[src/rpf_defs.svh]
// register offsets, reset values and fixed constants of the receive packet filter
`ifndef RPF_DEFS_SVH
`define RPF_DEFS_SVH
`define RPF_OFS_LIMIT 8'h06
`define RPF_OFS_CTRL 8'h07
`define RPF_OFS_FRAME 8'h08
`define RPF_OFS_STATION 8'h09
`define RPF_OFS_STATUS 8'h0A
`define RPF_RST_LIMIT 8'hFF
`define RPF_RST_CTRL 8'h04
`define RPF_RST_FRAME 2'h1
`define RPF_RST_STATION 8'h00
`define RPF_PQ_MAX 5'h1F
`define RPF_PQ_INC 5'h01
`define RPF_PQ_DEC 5'h04
`define RPF_LEN_FIXED 2'h0
`define RPF_LEN_VAR 2'h1
`define RPF_FLT_OFF 2'h0
`define RPF_FLT_STATION 2'h1
`define RPF_FLT_ZERO 2'h2
`define RPF_FLT_BOTH 2'h3
`define RPF_BCAST_ZERO 8'h00
`define RPF_BCAST_ONES 8'hFF
`define RPF_BIT_LAST 3'h7
`define RPF_BUF_DEPTH 2'h2
`endif

[src/rpf_pkg.sv]
// types shared by the receive packet filter
`default_nettype none
package rpf_pkg;
    typedef struct packed {
        logic [2:0] preamble_quality_threshold;
        logic spare;
        logic bad_check_discard_enable;
        logic trailer_append_enable;
        logic [1:0] dest_filter_mode;
    } rpf_ctrl_type;

    typedef enum logic [2:0] {
        RPF_HUNT = 3'h0,
        RPF_LEN = 3'h1,
        RPF_ADDR = 3'h3,
        RPF_DATA = 3'h2,
        RPF_CHECK = 3'h6,
        RPF_STAT1 = 3'h7,
        RPF_STAT2 = 3'h5
    } rpf_state_type;
endpackage : rpf_pkg
`default_nettype wire

[src/rpf_pq_estimator.sv]
// preamble quality estimator: saturating transition counter
`timescale 1ns/1ps
`default_nettype none
`include "rpf_defs.svh"
module rpf_pq_estimator
    import rpf_pkg::*;
(
    input wire logic clock,
    input wire logic srst,
    input wire logic restart,
    input wire logic bit_strobe,
    input wire logic bit_value,
    output logic [4:0] count
);
    logic [4:0] cnt_q, cnt_d;
    logic prev_q, prev_d, have_q, have_d;

    always_comb
    begin
        cnt_d = cnt_q;
        prev_d = prev_q;
        have_d = have_q;
        if (restart)
        begin
            cnt_d = 5'h00; // RL17
            have_d = 1'b0;
        end
        else if (bit_strobe)
        begin
            prev_d = bit_value;
            have_d = 1'b1;
            if (have_q && bit_value != prev_q)
            begin
                if (cnt_q != `RPF_PQ_MAX)
                    cnt_d = cnt_q + `RPF_PQ_INC; // RL3 RL5
            end
            else if (have_q)
            begin
                cnt_d = (cnt_q < `RPF_PQ_DEC) ? 5'h00 : cnt_q - `RPF_PQ_DEC; // RL4 RL5
            end
        end
    end

    always_ff @(posedge clock)
    begin
        if (srst)
        begin
            cnt_q <= 5'h00;
            prev_q <= 1'b0;
            have_q <= 1'b0;
        end
        else
        begin
            cnt_q <= cnt_d;
            prev_q <= prev_d;
            have_q <= have_d;
        end
    end

    assign count = cnt_q;

    AST_PQ_UP: assert property (@(posedge clock) disable iff (srst) // RL3
        !restart && bit_strobe && have_q && bit_value != prev_q && cnt_q < `RPF_PQ_MAX
        |=> cnt_q == $past(cnt_q) + `RPF_PQ_INC)
        else $error("pq counter did not step up on a transition");
    AST_PQ_DOWN: assert property (@(posedge clock) disable iff (srst) // RL4
        !restart && bit_strobe && have_q && bit_value == prev_q && cnt_q >= `RPF_PQ_DEC
        |=> cnt_q == $past(cnt_q) - `RPF_PQ_DEC)
        else $error("pq counter did not step down by four");
    AST_PQ_FLOOR: assert property (@(posedge clock) disable iff (srst) // RL5
        !restart && bit_strobe && have_q && bit_value == prev_q && cnt_q < `RPF_PQ_DEC
        |=> cnt_q == 5'h00)
        else $error("pq counter did not saturate at zero");
    AST_PQ_CEIL: assert property (@(posedge clock) disable iff (srst) // RL5
        !restart && cnt_q == `RPF_PQ_MAX && !(bit_strobe && have_q && bit_value == prev_q)
        |=> cnt_q == `RPF_PQ_MAX)
        else $error("pq counter left its ceiling without a repeat bit");
    AST_PQ_RESTART: assert property (@(posedge clock) disable iff (srst) // RL17
        restart |=> cnt_q == 5'h00 ##1 (cnt_q <= 5'h01))
        else $error("pq counter not cleared on restart");
endmodule : rpf_pq_estimator
`default_nettype wire

[src/rpf_pair_buffer.sv]
// two-entry valid/ready buffer in front of the receive FIFO
`timescale 1ns/1ps
`default_nettype none
`include "rpf_defs.svh"
module rpf_pair_buffer
    import rpf_pkg::*;
#(
    parameter int WIDTH = 8
)
(
    input wire logic clock,
    input wire logic srst,
    input wire logic flush,
    input wire logic in_valid,
    input wire logic [WIDTH-1:0] in_data,
    output logic in_ready,
    output logic out_valid,
    output logic [WIDTH-1:0] out_data,
    input wire logic out_ready
);
    logic [WIDTH-1:0] e0_q, e0_d, e1_q, e1_d;
    logic [1:0] cnt_q, cnt_d;
    logic push, pop;
    logic valid_q, valid_d;

    always_comb
    begin
        push = in_valid && (cnt_q != `RPF_BUF_DEPTH);
        pop = (cnt_q != 2'h0) && out_ready;
        e0_d = e0_q;
        e1_d = e1_q;
        cnt_d = cnt_q;
        if (flush)
            cnt_d = 2'h0;
        else if (push && pop)
        begin
            e0_d = (cnt_q == 2'h1) ? in_data : e1_q;
            e1_d = in_data;
        end
        else if (pop)
        begin
            e0_d = e1_q;
            cnt_d = cnt_q - 2'h1;
        end
        else if (push)
        begin
            if (cnt_q == 2'h0)
                e0_d = in_data;
            else
                e1_d = in_data;
            cnt_d = cnt_q + 2'h1;
        end
        // fifo side sees a flop, not a compare on the count
        valid_d = (cnt_d != 2'h0);
    end

    always_ff @(posedge clock)
    begin
        if (srst)
        begin
            e0_q <= '0;
            e1_q <= '0;
            cnt_q <= 2'h0;
            valid_q <= 1'h0;
        end
        else
        begin
            e0_q <= e0_d;
            e1_q <= e1_d;
            cnt_q <= cnt_d;
            valid_q <= valid_d;
        end
    end

    assign in_ready = (cnt_q != `RPF_BUF_DEPTH);
    assign out_valid = valid_q;
    assign out_data = e0_q;
endmodule : rpf_pair_buffer
`default_nettype wire

[src/rpf_top.sv]
// receive packet filter: length limit, preamble gate, address filter, trailer, discard
//
// Design decision made here: the strobed register port.
`timescale 1ns/1ps
`default_nettype none
`include "rpf_defs.svh"
// Operation
// [RL1] fixed framing: length register gives exact payload byte count
// [RL2] variable framing: length register caps accepted length byte
// [RL3] quality counter rises by one on each bit differing from previous
// [RL4] quality counter falls by four on each bit equal to previous
// [RL5] quality counter saturates at zero and thirty-one
// [RL6] sync accepted only while counter at least four times threshold
// [RL7] threshold zero accepts every sync word
// [RL8] discard bit and failed check flush the receive FIFO
// [RL9] host uses discard only with one short packet in FIFO
// [RL10] trailer bit appends two status bytes after payload
// [RL11] trailer holds signal strength, link quality and check-ok flag
// [RL12] filter mode 00 no filter, 01 station address only
// [RL13] mode 10 adds 0x00 broadcast, mode 11 adds 0x00 and 0xFF
// [RL14] length mode 00 fixed from register, 01 from first byte
// [RL15] programmable 8-bit station address compared to address byte
// [RL16] packets failing the address filter are dropped from the FIFO
// [RL17] quality counter restarts from zero when sync search begins
module rpf_top
    import rpf_pkg::*;
(
    input wire logic clock,
    input wire logic srst,
    input wire logic [7:0] reg_addr,
    input wire logic [7:0] reg_wdata,
    input wire logic reg_we,
    input wire logic reg_re,
    output logic [7:0] reg_rdata,
    input wire logic bit_valid,
    input wire logic bit_value,
    output logic bit_ready,
    input wire logic sync_hit,
    input wire logic rx_restart,
    input wire logic check_done,
    input wire logic check_ok,
    input wire logic [7:0] signal_strength_value,
    input wire logic [6:0] link_quality_value,
    output logic fifo_valid,
    output logic [7:0] fifo_data,
    input wire logic fifo_ready,
    output logic fifo_flush
);
    // register file
    logic [7:0] limit_q, limit_d, station_q, station_d, rdata_q, rdata_d;
    rpf_ctrl_type ctrl_q, ctrl_d;
    logic [1:0] len_mode_q, len_mode_d;

    // framing state
    rpf_state_type state_q, state_d;
    logic [7:0] shift_q, shift_d, rem_q, rem_d, pend_byte_q, pend_byte_d;
    logic [2:0] bitcnt_q, bitcnt_d;
    logic pend_q, pend_d, ready_q, ready_d, flush_q, flush_d, ok_q, ok_d;

    logic bit_take, byte_done, pq_pass, pq_restart, addr_ok, buf_in_ready;
    logic [7:0] byte_val;
    logic [4:0] pq_count;

    assign bit_take = bit_valid && ready_q;
    assign byte_val = {shift_q[6:0], bit_value};
    assign byte_done = bit_take && (state_q != RPF_HUNT) && (bitcnt_q == `RPF_BIT_LAST);
    assign pq_pass = (ctrl_q.preamble_quality_threshold == 3'h0) // RL7
        || (pq_count >= {ctrl_q.preamble_quality_threshold, 2'h0}); // RL6
    // search begins whenever the framer falls back to hunting
    assign pq_restart = rx_restart || (state_q != RPF_HUNT && state_d == RPF_HUNT); // RL17

    always_comb
    begin
        unique case (ctrl_q.dest_filter_mode) // RL12 RL13
            `RPF_FLT_OFF: addr_ok = 1'b1;
            `RPF_FLT_STATION: addr_ok = (byte_val == station_q); // RL15
            `RPF_FLT_ZERO: addr_ok = (byte_val == station_q) || (byte_val == `RPF_BCAST_ZERO);
            `RPF_FLT_BOTH: addr_ok = (byte_val == station_q) || (byte_val == `RPF_BCAST_ZERO)
                || (byte_val == `RPF_BCAST_ONES);
        endcase
    end

    rpf_pq_estimator u_pq (
        .clock(clock),
        .srst(srst),
        .restart(pq_restart),
        .bit_strobe(bit_take && state_q == RPF_HUNT),
        .bit_value(bit_value),
        .count(pq_count)
    );

    rpf_pair_buffer #(.WIDTH(8)) u_buf (
        .clock(clock),
        .srst(srst),
        .flush(flush_q),
        .in_valid(pend_q),
        .in_data(pend_byte_q),
        .in_ready(buf_in_ready),
        .out_valid(fifo_valid),
        .out_data(fifo_data),
        .out_ready(fifo_ready)
    );

    // register bus
    always_comb
    begin
        limit_d = limit_q;
        ctrl_d = ctrl_q;
        len_mode_d = len_mode_q;
        station_d = station_q;
        rdata_d = 8'h00;
        if (reg_we)
        begin
            unique case (reg_addr)
                `RPF_OFS_LIMIT: limit_d = reg_wdata;
                `RPF_OFS_CTRL: ctrl_d = rpf_ctrl_type'(reg_wdata);
                `RPF_OFS_FRAME: len_mode_d = reg_wdata[1:0];
                `RPF_OFS_STATION: station_d = reg_wdata;
                default: ;
            endcase
        end
        if (reg_re)
        begin
            unique case (reg_addr)
                `RPF_OFS_LIMIT: rdata_d = limit_q;
                `RPF_OFS_CTRL: rdata_d = ctrl_q;
                `RPF_OFS_FRAME: rdata_d = {6'h00, len_mode_q};
                `RPF_OFS_STATION: rdata_d = station_q;
                `RPF_OFS_STATUS: rdata_d = {pq_count, pq_pass, ok_q, state_q != RPF_HUNT};
                default: rdata_d = 8'h00;
            endcase
        end
    end

    always_ff @(posedge clock)
    begin
        if (srst)
        begin
            limit_q <= `RPF_RST_LIMIT;
            ctrl_q <= rpf_ctrl_type'(`RPF_RST_CTRL);
            len_mode_q <= `RPF_RST_FRAME;
            station_q <= `RPF_RST_STATION;
            rdata_q <= 8'h00;
        end
        else
        begin
            limit_q <= limit_d;
            ctrl_q <= ctrl_d;
            len_mode_q <= len_mode_d;
            station_q <= station_d;
            rdata_q <= rdata_d;
        end
    end

    // framer
    always_comb
    begin
        state_d = state_q;
        shift_d = shift_q;
        bitcnt_d = bitcnt_q;
        rem_d = rem_q;
        pend_d = pend_q;
        pend_byte_d = pend_byte_q;
        flush_d = 1'b0;
        ok_d = ok_q;
        if (pend_q && buf_in_ready)
            pend_d = 1'b0;
        if (bit_take)
        begin
            shift_d = byte_val;
            bitcnt_d = (state_q == RPF_HUNT) ? 3'h0 : bitcnt_q + 3'h1;
        end
        if (byte_done)
        begin
            pend_d = 1'b1;
            pend_byte_d = byte_val;
        end
        unique case (state_q)
            RPF_HUNT:
            begin
                if (sync_hit && pq_pass) // RL6 RL7
                begin
                    bitcnt_d = 3'h0;
                    rem_d = limit_q; // RL1
                    if (len_mode_q == `RPF_LEN_VAR) // RL14
                        state_d = RPF_LEN;
                    else if (limit_q == 8'h00)
                        state_d = RPF_CHECK;
                    else if (ctrl_q.dest_filter_mode != `RPF_FLT_OFF)
                        state_d = RPF_ADDR;
                    else
                        state_d = RPF_DATA;
                end
            end
            RPF_LEN:
            begin
                if (byte_done)
                begin
                    rem_d = byte_val; // RL14
                    if (byte_val > limit_q) // RL2
                    begin
                        pend_d = 1'b0;
                        flush_d = 1'b1;
                        state_d = RPF_HUNT;
                    end
                    else if (byte_val == 8'h00)
                        state_d = RPF_CHECK;
                    else if (ctrl_q.dest_filter_mode != `RPF_FLT_OFF)
                        state_d = RPF_ADDR;
                    else
                        state_d = RPF_DATA;
                end
            end
            RPF_ADDR:
            begin
                if (byte_done)
                begin
                    rem_d = rem_q - 8'h01;
                    if (!addr_ok) // RL16
                    begin
                        pend_d = 1'b0;
                        flush_d = 1'b1;
                        state_d = RPF_HUNT;
                    end
                    else
                        state_d = (rem_q == 8'h01) ? RPF_CHECK : RPF_DATA;
                end
            end
            RPF_DATA:
            begin
                if (byte_done)
                begin
                    rem_d = rem_q - 8'h01; // RL1
                    if (rem_q == 8'h01)
                        state_d = RPF_CHECK;
                end
            end
            RPF_CHECK:
            begin
                if (check_done)
                begin
                    ok_d = check_ok;
                    if (ctrl_q.bad_check_discard_enable && !check_ok) // RL8
                    begin
                        pend_d = 1'b0;
                        flush_d = 1'b1;
                        state_d = RPF_HUNT;
                    end
                    else if (ctrl_q.trailer_append_enable) // RL10
                        state_d = RPF_STAT1;
                    else
                        state_d = RPF_HUNT;
                end
            end
            RPF_STAT1:
            begin
                if (!pend_q)
                begin
                    pend_d = 1'b1;
                    pend_byte_d = signal_strength_value; // RL11
                    state_d = RPF_STAT2;
                end
            end
            RPF_STAT2:
            begin
                if (!pend_q)
                begin
                    pend_d = 1'b1;
                    pend_byte_d = {ok_q, link_quality_value}; // RL11
                    state_d = RPF_HUNT;
                end
            end
            default:
                state_d = RPF_HUNT;
        endcase
        if (rx_restart)
            state_d = RPF_HUNT;
        // a held byte stalls the bitstream so no bit is lost
        ready_d = !pend_d;
    end

    always_ff @(posedge clock)
    begin
        if (srst)
        begin
            state_q <= RPF_HUNT;
            shift_q <= 8'h00;
            bitcnt_q <= 3'h0;
            rem_q <= 8'h00;
            pend_q <= 1'b0;
            pend_byte_q <= 8'h00;
            ready_q <= 1'b1;
            flush_q <= 1'b0;
            ok_q <= 1'b0;
        end
        else
        begin
            state_q <= state_d;
            shift_q <= shift_d;
            bitcnt_q <= bitcnt_d;
            rem_q <= rem_d;
            pend_q <= pend_d;
            pend_byte_q <= pend_byte_d;
            ready_q <= ready_d;
            flush_q <= flush_d;
            ok_q <= ok_d;
        end
    end

    assign reg_rdata = rdata_q;
    assign bit_ready = ready_q;
    assign fifo_flush = flush_q;

    AST_SYNC_GATED: assert property (@(posedge clock) disable iff (srst) // RL6
        state_q == RPF_HUNT && sync_hit && !pq_pass |=> state_q == RPF_HUNT)
        else $error("sync accepted below the quality threshold");
    AST_SYNC_FREE: assert property (@(posedge clock) disable iff (srst) // RL7
        state_q == RPF_HUNT && sync_hit && !rx_restart
        && ctrl_q.preamble_quality_threshold == 3'h0 |=> state_q != RPF_HUNT)
        else $error("sync refused with zero threshold");
    AST_OVERSIZE: assert property (@(posedge clock) disable iff (srst) // RL2
        state_q == RPF_LEN && byte_done && byte_val > limit_q
        |=> fifo_flush && state_q == RPF_HUNT)
        else $error("oversize packet not dropped");
    AST_ADDR_DROP: assert property (@(posedge clock) disable iff (srst) // RL16
        state_q == RPF_ADDR && byte_done && !addr_ok |=> fifo_flush ##1 !fifo_flush)
        else $error("address mismatch not flushed");
    AST_BAD_CHECK: assert property (@(posedge clock) disable iff (srst) // RL8
        state_q == RPF_CHECK && check_done && !check_ok
        && ctrl_q.bad_check_discard_enable |=> fifo_flush)
        else $error("failed check not flushed");
    AST_TRAILER: assert property (@(posedge clock) disable iff (srst) // RL10
        state_q == RPF_CHECK && check_done && !rx_restart && ctrl_q.trailer_append_enable
        && (check_ok || !ctrl_q.bad_check_discard_enable) |=> state_q == RPF_STAT1)
        else $error("trailer not started after payload");
    AST_TRAILER_OK: assert property (@(posedge clock) disable iff (srst) // RL11
        state_q == RPF_STAT2 && !pend_q |=> pend_q && pend_byte_q[7] == ok_q)
        else $error("trailer check flag wrong");
    AST_FIXED_LEN: assert property (@(posedge clock) disable iff (srst) // RL1
        state_q == RPF_HUNT && sync_hit && pq_pass && !rx_restart
        && len_mode_q == `RPF_LEN_FIXED |=> rem_q == $past(limit_q))
        else $error("fixed length not loaded from limit");
endmodule : rpf_top
`default_nettype wire

[config.mk]
export PLATFORM = sky130hd
export DESIGN_NAME = rpf_top
export DESIGN_NICKNAME = d
export VERILOG_FILES = /design/src/rpf_pkg.sv /design/src/rpf_pq_estimator.sv /design/src/rpf_pair_buffer.sv /design/src/rpf_top.sv
export VERILOG_INCLUDE_DIRS = /design/src /design/src/src
export SDC_FILE = /design/constraint.sdc
export NUM_CORES = 1
export LEC_CHECK = 0
export ABC_AREA = 1
export BUFFER_PORTS_ARGS = -buffer_cell sky130_fd_sc_hd__buf_2
export CORE_MARGIN = 5
export CORE_UTILIZATION = 43
export CTS_CLUSTER_SIZE = 28
export DETAILED_ROUTE_END_ITERATION = 16
export PLACE_DENSITY = 0.69
export SYNTH_ARGS = -nofsm -noshare
export SYNTH_HDL_FRONTEND = slang
export SYNTH_SLANG_ARGS = --single-unit
[constraint.sdc]
create_clock -name clock -period 3.1 [get_ports clock]
set_input_delay 0.775 -clock clock [delete_from_list [all_inputs] [get_ports clock]]
set_output_delay 0.775 -clock clock [all_outputs]
set_load 0.01 [all_outputs]
# After elaboration in Yosys (flattened, before gate mapping)
# Index checks and enable logic that the tools add are counted.
# word_totals
input_bits	42
regBits	93
output_inout_bits	19
# classes
n_mux	67
n_lt_le_gt_ge	3
bitwise	3
reduce_logical	47
n_eq_ne	29
n_addsub	6
# op_table
cell	count
8-bit two-way mux	15
3-bit two-way mux	21
8-bit case mux with 5 select lines	1
8-bit by 4-bit == test with 1-bit output, second input constant	3
8-bit case mux with 3 select lines	1
3-bit case mux with 7 select lines	1
5-bit two-way mux	4
8-bit by 3-bit == test with 1-bit output, second input constant	2
8-bit zero test	2
1-bit two-way mux	16
8-bit case mux with 2 select lines	1
3-bit == test, second input constant	4
2-bit AND reduction	6
3-bit nonzero test	4
1-bit logical AND	11
2-bit nonzero test	5
3-bit zero test	3
8-bit by 1-bit == test with 1-bit output, second input constant	1
8-bit == test	1
8-bit == test, second input constant	1
8-bit > comparator	1
2-bit two-way mux	4
2-bit inequality test, second input constant	4
1-bit case mux with 4 select lines	2
other kinds (23)	41

# Longest topological paths before layout
# depth
word_depth	13
depth_mapped	18

# By module
# A second synthesis with hierarchy kept.
# hier_totals
cells_unflattened	837
area_unflattened_um2	5557.8
# modules_own_cells
mod	area_per_inst_um2	cells_each	n_inst
rpf_top	3906.2	573	1
rpf_pair_buffer	1153.6	191	1
rpf_pq_estimator	498.0	73	1

# Worst setup path before layout
# OpenSTA, ideal clock, no wires.
# synth_timing
path_type	input port to flip-flop
start	input port fifo_ready
end	register u_buf.e0_q[6], in the netlist u_buf.out_data[6]
arrival_time_ns	1.918
required_time_ns	3.030
path_stages	7
setup_slack_ns	1.113
path_buffers	1
cell_sequence	inv_1 -> nor2_1 -> inv_1 -> a21oi_1 -> buf_2 -> o21ai_0 -> a21oi_1
# synth_via
elab_chain_cells	4
word_cells_on_any_way	7
classes_between	mux: 2; reduce/logical: 5
# synth_rtl
item	line_no	source
start: declaration	rpf_top.sv:46	input wire logic fifo_ready,
1-bit logical AND (*)	rpf_pair_buffer.sv:29	pop = (cnt_q != 2'h0) && out_ready;
1-bit logical AND	rpf_pair_buffer.sv:35	else if (push && pop)
3-bit nonzero test (no line)	n/a	
3-bit AND reduction (no line)	n/a	
end signal: assignment	rpf_pair_buffer.sv:61	e0_q <= '0;
end signal: assignment	rpf_pair_buffer.sv:68	e0_q <= e0_d;
end: declaration	rpf_pair_buffer.sv:21	logic [WIDTH-1:0] e0_q, e0_d, e1_q, e1_d;
# Every way passes the cells marked *; elsewhere a longest branch is shown, timed or not.
# A chain may end at the register's enable or synchronous reset.

# Worst setup path in the final report
# layout_timing
start	register u_pq.cnt_q[4], in the netlist u_pq.count[4]
end	register rem_q[1]
# layout_via
elab_chain_cells	5
# layout_rtl
item	line_no	source
start: declaration	rpf_pq_estimator.sv:15	logic [4:0] cnt_q, cnt_d;
start signal: assignment	rpf_pq_estimator.sv:54	cnt_q <= cnt_d;
5-bit >= comparator	rpf_top.sv:68	|| (pq_count >= {ctrl_q.preamble_quality_threshold, 2'h0});
1-bit logical OR	rpf_top.sv:68	
1-bit logical AND	rpf_top.sv:181	if (sync_hit && pq_pass)
2-bit by 1-bit inequality test with 1-bit output (no line)	n/a	
4-bit AND reduction (no line)	n/a	
end signal: assignment	rpf_top.sv:301	rem_q <= rem_d;
end: declaration	rpf_top.sv:56	logic [7:0] shift_q, shift_d, rem_q, rem_d, pend_byte_q, pend_byte_d;
# Every way passes these cells.

==> metrics.sh <==
START_UTIL=0.435
PEAKVDDDROP_mV=0.271
LAYOUT_OVERHEAD_ON_THE_SYNTHESIZED_AREA_PCT=15.0
CRITPATHARRIVALTIME_NS=2.36
NNETSFINAL=866
PATH_CLK_SLEW_NS=0.06
FINAL_COMMON_CELL='sky130_fd_sc_hd__nand2_1'
MAPPEDNETLISTAREA_MM2=0.00516
SYNTH.AVG_CELL_AREA_UM2=6.96
FLOORPLAN.DIE.WIDTH_UM=120
HOLD_PATH.CLASS='flip-flop to flip-flop'
HOLD_BUFFERS=0
GR-USAGE-ALL-LAYERS=0.193
CLOCK_INSERTION_DELAY_WORST_SKEW_NS=0.33
FIRST_PASS_GRT_WIRE_LENGTH_UM=22800
NFILLCELLS=1150
GRT.OVERFLOW.TOTAL=0
ROUTE.DETAILED.VIAS_PER_INST=5.24
POSTROUTEANTENNANETS=0
SETUP.REG_TO_REG.WORST_SLACK_NS=1.00
POWER.STATIC_LEAKAGE_nW=2.66
POSTCTSSETUPBUFFERS=0
CLK_PATH_BUF_DEPTH=2
CPLARGESTDELAYFAMILY='simple AND/OR/NAND/NOR gates'
MAX_CAP_VIOL_COUNT=0
POST_DRT_WL_PER_CELL_UM=14.2
DETAIL_ROUTE.FIRST_PASS.ITERATIONS=4
CTS.REPAIR.RESIZED=0
TIMING.CRITICAL_PATH.CELLS='ha_1 > a21oi_1 > nand4_1 > nand2_1 > nand2_1 > inv_1 > o21ai_0 > a21oi_1'
NUMBER_OF_CELLS_ON_THE_WORST_REG_TO_REG_PATH=8
CRIT_BUF_INV=1
DRT-INITIAL-DRC-COUNT=461
CTS_TREE='built'
CTS_BUFFERS=9
GRT_ANTENNA_BEFORE_REPAIR=0
FIN_WORST_HOLD_SLACK_NS=0.476
MAX_FREQ_MHz=477
PRECTSSETUPSLACK_NS=0.667
MIN_PERIOD_OVER_PERIOD=0.676
VIAS=4996
POSTLAYOUTSETUPSLACKWORST_NS=1.00
TIMING.FINAL.SETUP_VIOLATIONS=0
CTS_H_TREE_DEPTH=3
FINALHOLDVIOLCOUNT=0
VIAS_IN_THE_FIRST_GLOBAL_ROUTE=4682
WORST_SLEW_MARGIN_REL=0.613
DRIVE_GT1_FRAC=0.130
FP.DIEAREA_MM2=0.0143
CRITICAL_PATH_CLASS='flip-flop to flip-flop'
DETAILED_PLACE_HPWL_UM=10200
GP_CONGESTION=0.911
ROOT_BUFFER='sky130_fd_sc_hd__clkbuf_16'
NUMBER_OF_CELLS_ON_THE_WORST_HOLD_PATH=2
DRC_ERRORS=0
NETLIST_INSTANCES=741
TIMING_WORST_SLEW_PIN_VALUE_NS=0.578
YS_TYPES=41
RR_STARTPOINT='u_pq.count[4]$_SDFFE_PP0P_'
START_KIND='flip-flop'
CORE_MM2=0.0119
SYNTH_FLOP_CELL='sky130_fd_sc_hd__dfxtp_1'
FINAL_CELL_MIX='119 x sky130_fd_sc_hd__nand2_1, 118 x sky130_fd_sc_hd__inv_1, 93 x sky130_fd_sc_hd__dfxtp_1'
SYNTHARSTFLOPSHARE=0
FINAL-MAX-SLEW-VIOLATION-COUNT=0
REGISTER_AREA_MM2=0.00186
CPMAXSTAGEDELAYCELL='sky130_fd_sc_hd__dfxtp_1'
FIN_TNS_SETUP_NS=0
CP_REQUIRED_NS=3.36
SYNTH.YOSYS.WARNINGS=0
FLOORPLAN.DIE.HEIGHT_UM=120
PLACEMENT_ROWS=40
LAYOUTNONFILLERINSTCOUNT=953
WORST-PATH-MAX-FANOUT=13
GRT_START_MAX_NET_PINS=35
CRIT_PATH_MAX_INCR_DELAY_NS=0.47
YS_FF_LATCH=93
CRIT_PATH_END_KIND='flip-flop'
FINAL.SETUP_SKEW_NS=0.00717
MULTI_INPUT_GATE_AREA_MM2=0.00273
ROUTE.FINAL.WIRE_LENGTH_UM=13600
ANTENNA-DIODE-COUNT=0
WORST_HOLD_STARTPOINT='bitcnt_q[1]$_SDFF_PP0_'
TIMING.HOLD.WORST_ENDPOINT='bitcnt_q[1]$_SDFF_PP0_'
REG2REG_TO='rem_q[1]$_SDFFE_PP0P_'
RSZ0062_AT_GRT='false'
SYNTH-SEQ-AREA-SHARE=0.361
BUFFER_PORTS.INSERTED=60
RUN_STATUS='finished, final reports clean'
SYNTH_EDF_COUNT=0
DPL.CELL_COUNT=937
FINALCRITICALPERIOD_NS=2.10
CLOCK_TREE_SINKS=93
BOUNDARYPINS=61
POSTSYNTHNETCOUNT=806
POWER.DENSITY_CELL_AREA_mW_PER_MM2=471
metrics by stage:
stage           util  power [mW]  instance area, um2
4_1_cts        0.500        2.82                5930
3_3_place_gp   0.475        1.73                5630
2_1_floorplan      -        1.58                5160
5_1_grt        0.500        2.93                5930
3_5_place_dp   0.475        1.73                5630
6_report       0.500        2.79                5930
synth_stat cells, types with 9 or more instances:
library cell,n,area [um2]
sky130_fd_sc_hd__nand2_1,119,447
sky130_fd_sc_hd__inv_1,118,443
sky130_fd_sc_hd__dfxtp_1,93,1860
sky130_fd_sc_hd__o21ai_0,78,390
sky130_fd_sc_hd__a21oi_1,76,380
sky130_fd_sc_hd__nor2_1,60,225
sky130_fd_sc_hd__nand3_1,45,225
sky130_fd_sc_hd__ha_1,23,288
sky130_fd_sc_hd__o22ai_1,17,106
sky130_fd_sc_hd__clkbuf_1,14,52.6
sky130_fd_sc_hd__o211ai_1,11,82.6
sky130_fd_sc_hd__nand4_1,9,56.3
cells by family (layout without fill, tap and decap cells):
family / count (synthesis) / count (layout) / share of synthesized area
compound gates: 216 / 216 / 0.237
xor+xnor: 8 / 8 / 0.0136
fa+ha+maj: 23 / 23 / 0.0558
simple gates: 256 / 256 / 0.223
buf+inv: 145 / 210 / 0.110
flops: 93 / 93 / 0.361
worst max path at each step:
stage                                           from                             end  slack [ns]  depth (start not counted)
final                     u_pq.count[4]$_SDFFE_PP0P_           rem_q[1]$_SDFFE_PP0P_        1.00                          8
after detailed placement                   bit_value      u_pq.count[2]$_SDFFE_PP0P_        0.67                         17
after global placement                     bit_value      u_pq.count[0]$_SDFFE_PP0P_        0.72                         19
after global routing      u_pq.count[2]$_SDFFE_PP0P_           rem_q[1]$_SDFFE_PP0P_        0.75                          9
after CTS                 u_pq.count[2]$_SDFFE_PP0P_           rem_q[1]$_SDFFE_PP0P_        1.01                          9
after floorplan                           fifo_ready  u_buf.out_data[6]$_SDFFE_PP0P_        1.11                          7
per-layer routing:
| metal | track usage | wire, um |
|---|---|---|
| met2 | 0.327 | 6350 |
| met5 | 0 | 0 |
| met4 | 0.0565 | 222 |
| met3 | 0.0330 | 708 |
| met1 | 0.254 | 6270 |
cell type report:
cell class,instances,share of cell area
clock buffer,12,0.0416
timing repair buffer,71,0.0667
clock inverter,4,0.00802
inverter,123,0.0783
sequential,93,0.314
tap,147,0.0310
multi-input combinational,503,0.460
registers in the layout (all words and copies together), names as in the netlist, 8 cells and up:
register	count
rem_q	8
u_buf.e1_q	8
station_q	8
ctrl_q	8
limit_q	8
reg_rdata	8
u_buf.out_data	8
pend_byte_q	8
tightest hold or removal path: stages, from the launching register on:
cell and delay [ns]:
sky130_fd_sc_hd__dfxtp_1 0.32, sky130_fd_sc_hd__nand2_1 0.06, sky130_fd_sc_hd__a21oi_1 0.05
where the power goes:
part | switching [mW] | total, mW | leakage [nW] | internal, mW
Combinational | 0.262 | 0.411 | 1.76 | 0.150
Clock | 0.440 | 1.09 | 0.143 | 0.645
Sequential | 0.0416 | 1.30 | 0.755 | 1.25
No activity file was read; power rests on OpenSTA's default activity.
